File: src/logic/asp_pkg.sv
/*
 * Constants for the security password command block: opcodes, status and
 * error bit positions, sector layout and password geometry.
 * Assumes a host command port that presents one opcode per strobe and
 * streams sector data one 16-bit word per beat.
 */
package asp_pkg;
    localparam logic [7:0] OP_DISABLE_PW = 8'hf6;
    localparam logic [7:0] OP_ERASE_ARM = 8'hf3;
    localparam logic [7:0] OP_ERASE_UNIT = 8'hf4;
    localparam int WORDS_PER_SECTOR = 256;
    localparam logic [7:0] LAST_WORD = 8'hff;
    localparam logic [7:0] PW_FIRST_WORD = 8'h01;
    localparam logic [7:0] PW_LAST_WORD = 8'h10;
    localparam int PW_WORDS = 16;
    localparam int CTRL_SEL_BIT = 0;
    localparam int ST_BSY = 7;
    localparam int ST_RDY = 6;
    localparam int ST_DRQ = 3;
    localparam int ST_ERR = 0;
    localparam int ER_ABRT = 2;
    localparam logic [7:0] STATUS_RESET = 8'h40;
    localparam logic [7:0] ERROR_RESET = 8'h00;
endpackage : asp_pkg

File: src/logic/asp_pw_if.sv
/*
 * Carrier between the command block and its password store.
 * Assumes one clock shared by both ends.
 */
interface asp_pw_if;
    logic wr_en;
    logic [3:0] wr_addr;
    logic [15:0] wr_data;
    logic rd_sel;
    logic [3:0] rd_addr;
    logic [15:0] rd_data;
    modport ctrl (output wr_en, output wr_addr, output wr_data, output rd_sel,
        output rd_addr, input rd_data);
    modport store (input wr_en, input wr_addr, input wr_data, input rd_sel,
        input rd_addr, output rd_data);
endinterface : asp_pw_if

File: src/logic/asp_pw_store.sv
/*
 * Received-password buffer with registered read of the selected stored word.
 * Assumes stored user and master passwords arrive as flat 256-bit vectors.
 */
module asp_pw_store (
    input wire logic core_clk,
    input wire logic rst,
    asp_pw_if.store pw,
    input wire logic [255:0] user_pw,
    input wire logic [255:0] master_pw,
    output logic [15:0] rx_word
);
    logic [15:0] rx_mem [asp_pkg::PW_WORDS];

    always_ff @(posedge core_clk) begin
        if (pw.wr_en) begin
            rx_mem[pw.wr_addr] <= pw.wr_data;
        end
    end

    // Stored word and received word both registered so the compare lines up
    always_ff @(posedge core_clk or posedge rst) begin
        if (rst) begin
            pw.rd_data <= 16'h0000;
            rx_word <= 16'h0000;
        end else begin
            pw.rd_data <= pw.rd_sel ? master_pw[{pw.rd_addr, 4'h0} +: 16]
                                    : user_pw[{pw.rd_addr, 4'h0} +: 16];
            rx_word <= rx_mem[pw.rd_addr];
        end
    end
endmodule : asp_pw_store

File: src/logic/asp_cmd.sv
/*
 * Security password command interpreter: lock-disable with one sector of
 * password data, and erase arming checked by the following erase-unit.
 * Assumes the host obeys status: writes data only while drq is high,
 * issues commands only while bsy is low.
 */
module asp_cmd (
    input wire logic core_clk,
    input wire logic rst,
    input wire logic cmd_valid,
    input wire logic [7:0] cmd_code,
    input wire logic data_valid,
    input wire logic [15:0] data_word,
    input wire logic [255:0] user_pw,
    input wire logic [255:0] master_pw,
    input wire logic security_on,
    output logic [7:0] status,
    output logic [7:0] error,
    output logic cmd_done,
    output logic lock_off,
    output logic erase_go
);
    typedef enum logic [2:0] {ASP_IDLE, ASP_XFER, ASP_CMP, ASP_DONE} asp_state_t;
    asp_state_t state;
    logic [7:0] word_idx;
    logic sel_master;
    logic [3:0] cmp_idx;
    logic cmp_live;
    logic [4:0] cmp_cnt;
    logic mismatch;
    logic armed;
    logic [15:0] rx_word;
    logic fail;

    asp_pw_if pw();

    asp_pw_store asp_pw_store_inst (
        .core_clk(core_clk),
        .rst(rst),
        .pw(pw.store),
        .user_pw(user_pw),
        .master_pw(master_pw),
        .rx_word(rx_word)
    );

    function automatic logic is_pw_word(input logic [7:0] idx);
        is_pw_word = (idx >= asp_pkg::PW_FIRST_WORD) && (idx <= asp_pkg::PW_LAST_WORD);
    endfunction : is_pw_word

    // Password words land in the buffer; reserved words are dropped
    assign pw.wr_en = (state == ASP_XFER) && data_valid && is_pw_word(word_idx);
    assign pw.wr_addr = 4'(word_idx - asp_pkg::PW_FIRST_WORD);
    assign pw.wr_data = data_word;
    assign pw.rd_sel = sel_master;
    assign pw.rd_addr = cmp_idx;
    assign fail = mismatch || (cmp_live && (rx_word != pw.rd_data));

    always_ff @(posedge core_clk or posedge rst) begin
        if (rst) begin
            state <= ASP_IDLE;
        end else begin
            unique case (state)
                ASP_IDLE: begin
                    if (cmd_valid && cmd_code == asp_pkg::OP_DISABLE_PW) begin
                        state <= ASP_XFER;
                    end else if (cmd_valid) begin
                        state <= ASP_DONE;
                    end
                end
                ASP_XFER: begin
                    if (data_valid && word_idx == asp_pkg::LAST_WORD) begin
                        state <= ASP_CMP;
                    end
                end
                ASP_CMP: begin
                    if (cmp_cnt == 5'(asp_pkg::PW_WORDS)) begin
                        state <= ASP_IDLE;
                    end
                end
                ASP_DONE: state <= ASP_IDLE;
                default: state <= ASP_IDLE;
            endcase
        end
    end

    always_ff @(posedge core_clk or posedge rst) begin
        if (rst) begin
            word_idx <= 8'h00;
            sel_master <= 1'b0;
        end else if (state == ASP_IDLE) begin
            word_idx <= 8'h00;
        end else if (state == ASP_XFER && data_valid) begin
            word_idx <= word_idx + 8'h01;
            if (word_idx == 8'h00) begin
                sel_master <= data_word[asp_pkg::CTRL_SEL_BIT];
            end
        end
    end

    // Read is registered, so the verdict for address n shows one cycle later
    always_ff @(posedge core_clk or posedge rst) begin
        if (rst) begin
            cmp_idx <= 4'h0;
            cmp_cnt <= 5'h00;
            cmp_live <= 1'b0;
            mismatch <= 1'b0;
        end else if (state == ASP_CMP) begin
            cmp_idx <= cmp_idx + 4'h1;
            cmp_cnt <= cmp_cnt + 5'h01;
            cmp_live <= 1'b1;
            mismatch <= fail;
        end else begin
            cmp_idx <= 4'h0;
            cmp_cnt <= 5'h00;
            cmp_live <= 1'b0;
            mismatch <= 1'b0;
        end
    end

    // Arming survives only to the very next command
    always_ff @(posedge core_clk or posedge rst) begin
        if (rst) begin
            armed <= 1'b0;
        end else if (cmd_valid && state == ASP_IDLE) begin
            armed <= (cmd_code == asp_pkg::OP_ERASE_ARM);
        end
    end

    always_ff @(posedge core_clk or posedge rst) begin
        if (rst) begin
            status <= asp_pkg::STATUS_RESET;
            error <= asp_pkg::ERROR_RESET;
            cmd_done <= 1'b0;
            lock_off <= 1'b0;
            erase_go <= 1'b0;
        end else begin
            cmd_done <= 1'b0;
            lock_off <= 1'b0;
            erase_go <= 1'b0;
            if (state == ASP_IDLE && cmd_valid) begin
                status <= 8'h00;
                status[asp_pkg::ST_BSY] <= 1'b1;
                error <= 8'h00;
                if (cmd_code == asp_pkg::OP_DISABLE_PW) begin
                    status <= 8'h00;
                    status[asp_pkg::ST_DRQ] <= 1'b1;
                end else if (cmd_code == asp_pkg::OP_ERASE_UNIT && !armed) begin
                    status[asp_pkg::ST_ERR] <= 1'b1;
                    error[asp_pkg::ER_ABRT] <= 1'b1;
                end else if (cmd_code == asp_pkg::OP_ERASE_UNIT) begin
                    erase_go <= 1'b1;
                end
            end else if (state == ASP_XFER && data_valid && word_idx == asp_pkg::LAST_WORD) begin
                status <= 8'h00;
                status[asp_pkg::ST_BSY] <= 1'b1;
            end else if (state == ASP_CMP && cmp_cnt == 5'(asp_pkg::PW_WORDS)) begin
                status <= 8'h00;
                status[asp_pkg::ST_RDY] <= 1'b1;
                cmd_done <= 1'b1;
                // Master left untouched; only the lock is released
                if ((!security_on && !sel_master) || fail) begin
                    status[asp_pkg::ST_ERR] <= 1'b1;
                    error[asp_pkg::ER_ABRT] <= 1'b1;
                end else begin
                    lock_off <= 1'b1;
                end
            end else if (state == ASP_DONE) begin
                status[asp_pkg::ST_BSY] <= 1'b0;
                status[asp_pkg::ST_RDY] <= 1'b1;
                cmd_done <= 1'b1;
            end
        end
    end

    property p_arm_nodata;
        @(posedge core_clk) disable iff (rst)
        (state == ASP_IDLE && cmd_valid && cmd_code == asp_pkg::OP_ERASE_ARM)
            |=> !status[asp_pkg::ST_DRQ] ##1 (cmd_done && !status[asp_pkg::ST_BSY]);
    endproperty
    a_arm_nodata: assert property (p_arm_nodata) else $error("arm moved data");

    property p_unarmed_abort;
        @(posedge core_clk) disable iff (rst)
        (state == ASP_IDLE && cmd_valid && cmd_code == asp_pkg::OP_ERASE_UNIT && !armed)
            |=> ##1 (error == 8'h04 && status[asp_pkg::ST_ERR] && !erase_go);
    endproperty
    a_unarmed_abort: assert property (p_unarmed_abort) else $error("erase not aborted");

    property p_drq;
        @(posedge core_clk) disable iff (rst)
        (state == ASP_IDLE && cmd_valid && cmd_code == asp_pkg::OP_DISABLE_PW)
            |=> status[asp_pkg::ST_DRQ] && !status[asp_pkg::ST_BSY];
    endproperty
    a_drq: assert property (p_drq) else $error("no data request");

    property p_no_early_unlock;
        @(posedge core_clk) disable iff (rst)
        (state == ASP_XFER) |-> !lock_off && !cmd_done;
    endproperty
    a_no_early_unlock: assert property (p_no_early_unlock) else $error("early verdict");

    property p_user_off_abort;
        @(posedge core_clk) disable iff (rst)
        (cmd_done && !security_on && !sel_master && $past(state) == ASP_CMP)
            |-> error[asp_pkg::ER_ABRT] && !lock_off;
    endproperty
    a_user_off_abort: assert property (p_user_off_abort) else $error("no abort");

    property p_abort_bits;
        @(posedge core_clk) disable iff (rst)
        error[asp_pkg::ER_ABRT] |-> status[asp_pkg::ST_ERR] && error == 8'h04;
    endproperty
    a_abort_bits: assert property (p_abort_bits) else $error("bad error bits");

    property p_done_idle;
        @(posedge core_clk) disable iff (rst)
        cmd_done |-> !status[asp_pkg::ST_BSY] && state == ASP_IDLE;
    endproperty
    a_done_idle: assert property (p_done_idle) else $error("busy at done");

    property p_unlock_ok;
        @(posedge core_clk) disable iff (rst)
        lock_off |-> cmd_done && !error[asp_pkg::ER_ABRT];
    endproperty
    a_unlock_ok: assert property (p_unlock_ok) else $error("unlock with error");
endmodule : asp_cmd

File: config.mk
export PLATFORM = sky130hd
export DESIGN_NAME = asp_cmd
export DESIGN_NICKNAME = d
export VERILOG_FILES = /design/src/logic/asp_pkg.sv /design/src/logic/asp_pw_if.sv /design/src/logic/asp_pw_store.sv /design/src/logic/asp_cmd.sv
export SDC_FILE = /design/constraint.sdc
export NUM_CORES = 1
export LEC_CHECK = 0
export ABC_AREA = 1
export ABC_CLOCK_PERIOD_IN_PS = 3300
export BUFFER_PORTS_ARGS = -buffer_cell sky130_fd_sc_hd__buf_2
export CAP_MARGIN = 20
export CORE_AREA = 2 2 215 217
export CTS_CLUSTER_DIAMETER = 120
export DETAILED_ROUTE_END_ITERATION = 12
export DIE_AREA = 0 0 217 219
export SYNTH_ARGS = -nofsm -noshare
export SYNTH_HDL_FRONTEND = slang
export SYNTH_SLANG_ARGS = --single-unit
File: constraint.sdc
create_clock -name core_clk -period 3.3 [get_ports core_clk]
set_input_delay 0.33 -clock core_clk [delete_from_list [all_inputs] [get_ports core_clk]]
set_output_delay 0.33 -clock core_clk [all_outputs]
set_load 0.05 [all_outputs]
==> flow_summary.json <==
{
  "critPathCaptureType": "flip-flop",
  "finalSetupViolCount": 0,
  "p_leak_nw": 8.75,
  "boundaryPins": 560,
  "power.total_mw": 17.3,
  "seqPwrFrac_pct": 29.4,
  "fin_area_mm2": 0.0218,
  "ys.flop_type": "edfxtp_1",
  "crit_required_ns": 3.77,
  "ys_types": 38,
  "syn_area_mm2": 0.0174,
  "synth_most_common_cell": "nor2_1",
  "whs_ns": -0.000627,
  "worst_path_largest_cell_delay_ns": 0.65,
  "core_mm2": 0.0451,
  "p_comb_share_pct": 46.7,
  "gp_congestion": 1.07,
  "drv_slew": 0,
  "clkTransAtPathRegs_ns": 0.06,
  "final_util_pct": 48.4,
  "dieWidth_um": 217,
  "io_buffers": 548,
  "use_met3_pct": 6.67,
  "drt_iter0_drc": 2396,
  "clockRootBuffer": "clkbuf_16",
  "crit_path_max_fanout": 101,
  "numCtsBuffers": 36,
  "dp_cells": 2977,
  "cp_cell_sequence": "inv_6 > buf_12 > buf_4 > o21ai_0 > o221ai_1 > nand3_1 > nand3_1 > o21a_1",
  "nets": 2965,
  "grt_usage_pct": 36.0,
  "hold_buffers": 0,
  "grt_max_degree": 131,
  "fillerInstances": 4404,
  "vdd_drop_max_uv": 452,
  "viasPerCell": 5.87,
  "arrival_ns": 3.16,
  "crit_slowest_cell": "dfrtp_4",
  "top_usage_layer": "met2",
  "crit_family": "buffers and inverters",
  "clock_latency_ns": 0.53,
  "use_met2_pct": 55.6,
  "avgSynthCellArea_um2": 8.96,
  "drt-wirelength-per-cell_um": 28.8,
  "synth_common_cells": "nor2_1 (462), o21ai_0 (362), edfxtp_1 (256), nand2_1 (149), o221ai_1 (132)",
  "ys_seq_elements": 319,
  "met1_usage_pct": 50.6,
  "fin_setup_tns_ns": 0,
  "hpwlAfterDp_mm": 66.6,
  "slew_headroom_pct": 30.7,
  "post_cts_resize_count": 0,
  "netlist_instances": 1936,
  "switching_share_pct": 44.2,
  "synthArstFlopShare_pct": 19.7,
  "cts_buffer_depth": 3,
  "period_share_pct": 81.7,
  "htree_num_levels": 2,
  "dieArea_mm2": 0.0475,
  "clkPwrFrac_pct": 23.9,
  "hold_viol_final": 1,
  "syn2layout_area_growth_pct": 25.7,
  "rows": 78,
  "cts_tree": "done",
  "violations": "negative hold slack",
  "cp_common_cell": "nand3_1",
  "synth_edf_count": 256,
  "finalNonFillerCells": 3060,
  "final_antenna_net_count": 0,
  "drive_gt1_share_pct": 27.8,
  "worstSetupPathType": "reg2reg",
  "grt_pass1_vias": 16600,
  "fin_ws_ns": 0.605,
  "switching_power_mw": 7.65,
  "grt_pass1_wl_mm": 121,
  "antenna_found_initial": 32,
  "ys_warn_count": 0,
  "min_period_ns": 2.69,
  "synthTopCellsByArea": "edfxtp_1 (44%), o21ai_0 (10%), nor2_1 (10%), dfrtp_1 (8.9%), o221ai_1 (6.7%)",
  "die_h_um": 219,
  "rsz0062_at_grt": "false",
  "synth_top_area_share_pct": 44.3,
  "start_kind": "flip-flop",
  "yosys.area.top_type": "edfxtp_1",
  "vias": 18000,
  "p_int_mw": 9.66,
  "hp-class": "in2async",
  "firstDrtPassIters": 7,
  "critPathBufInv": 3,
  "worstMarginPinSlew_ns": 1.04,
  "dpl-instance-area_mm2": 0.0205,
  "clock_skew_ns": 0.0135,
  "post-cts-setup-buffer-count": 0,
  "grt_overflow": 0,
  "max-cap-violations": 0,
  "clkSinkCount": 319,
  "ys_seq_area_share_pct": 53.4,
  "route.detailed.drc": 0,
  "wirelength_mm": 88.1,
  "status": "finished with violations",
  "initial_core_util_pct": 38.5,
  "place_ws_ns": 0.631,
  "max_freq_ghz": 0.371,
  "power_density_mw_per_mm2": 794
}
[per-layer routing]
layer  up-vias  part of all wire [%]  wire [µm]
li1       7960                     -          -
met1      8802                    42      36700
met2      1037                    45      39900
met3       156                   9.2       8070
met4        10                   3.7       3300
met5         -                 0.077         68
[power by group through the flow]
stage | logic (mW) | clock network (mW) | registers (mW)
2_1_floorplan | 5.14 | 0 | 5.06
3_3_place_gp | 7.82 | 0 | 5.13
3_5_place_dp | 7.88 | 0 | 5.15
4_1_cts | 7.90 | 4.19 | 5.07
5_1_grt | 8.72 | 4.36 | 5.12
6_report | 8.09 | 4.14 | 5.08
[layout by cell type, fill, tap and decap left out, drive strengths merged, types with 10 or more instances in the layout]
master  Yosys  routed
conb        1      11
nand2     154     154
nor2      463     463
o21ai     441     441
buf        94     604
nand3      67      67
o22ai      61      61
dfrtp      62      62
inv        64      67
o221ai    132     132
o211ai     16      16
edfxtp    256     256
clkinv      1      12
diode       0      18
nor3       10      10
clkbuf     79      44
[registers in the layout, summed over array words and instances, names as in the netlist]
register and count:
asp_pw_store_inst.rx_mem 256, asp_pw_store_inst.pw.rd_data 16, asp_pw_store_inst.rx_word 16, word_idx 8, cmp_cnt 5, cmp_idx 4
status 4, state 2, armed 1, cmd_done 1, cmp_live 1, erase_go 1
error 1, lock_off 1, mismatch 1, pw.rd_sel 1
[cell type report]
| type | instances | area, µm² | area share, % |
|---|---|---|---|
| flip-flops and latches | 319 | 9280 | 42.5 |
| clock inverters | 21 | 269 | 1.23 |
| clock buffers | 44 | 952 | 4.37 |
| repair buffers | 604 | 3330 | 15.2 |
| multi-input cells | 1389 | 6930 | 31.8 |
| diodes | 18 | 45.0 | 0.207 |
| well taps | 600 | 751 | 3.44 |
| inverters | 65 | 256 | 1.18 |
[logic make-up (layout without fill, tap and decap cells)]
group / Yosys count / after routing / share of synthesized area, %
buffers and inverters: 238 / 734 / 6.88
flip-flops: 319 / 319 / 53.4
adder cells (fa/ha/maj): 9 / 9 / 0.649
other: 1 / 29 / 0.0216
multiplexers: 1 / 1 / 0.0577
AND/OR/NAND/NOR: 701 / 701 / 16.0
XOR/XNOR: 1 / 1 / 0.0505
AO/OA/AOI/OAI: 666 / 666 / 23.0
[path summary, 6_finish.rpt]
path / from / end / slack (ns) / cells after the start
worst max-delay path: pw.rd_sel / asp_pw_store_inst.pw.rd_data[13] / 0.61 / 8
worst min-delay path: rst / status[0] / -0.0006 / 2
worst max register to register: pw.rd_sel / asp_pw_store_inst.pw.rd_data[13] / 0.61 / 8
worst min register to register: error[2] / error[2] / 0.48 / 2
max in group asynchronous: rst / status[6] / 2.46 / 3
min in group core_clk: cmd_code[3] / erase_go / 0.08 / 4
[worst reg2reg max path, stage by stage (launching register included)]
cell and delay [ns]:
dfrtp_4 0.65, inv_6 0.57, buf_12 0.30, buf_4 0.20
o21ai_0 0.11, o221ai_1 0.35, nand3_1 0.13, nand3_1 0.20
o21a_1 0.14
(Power assumes the default switching activity.)
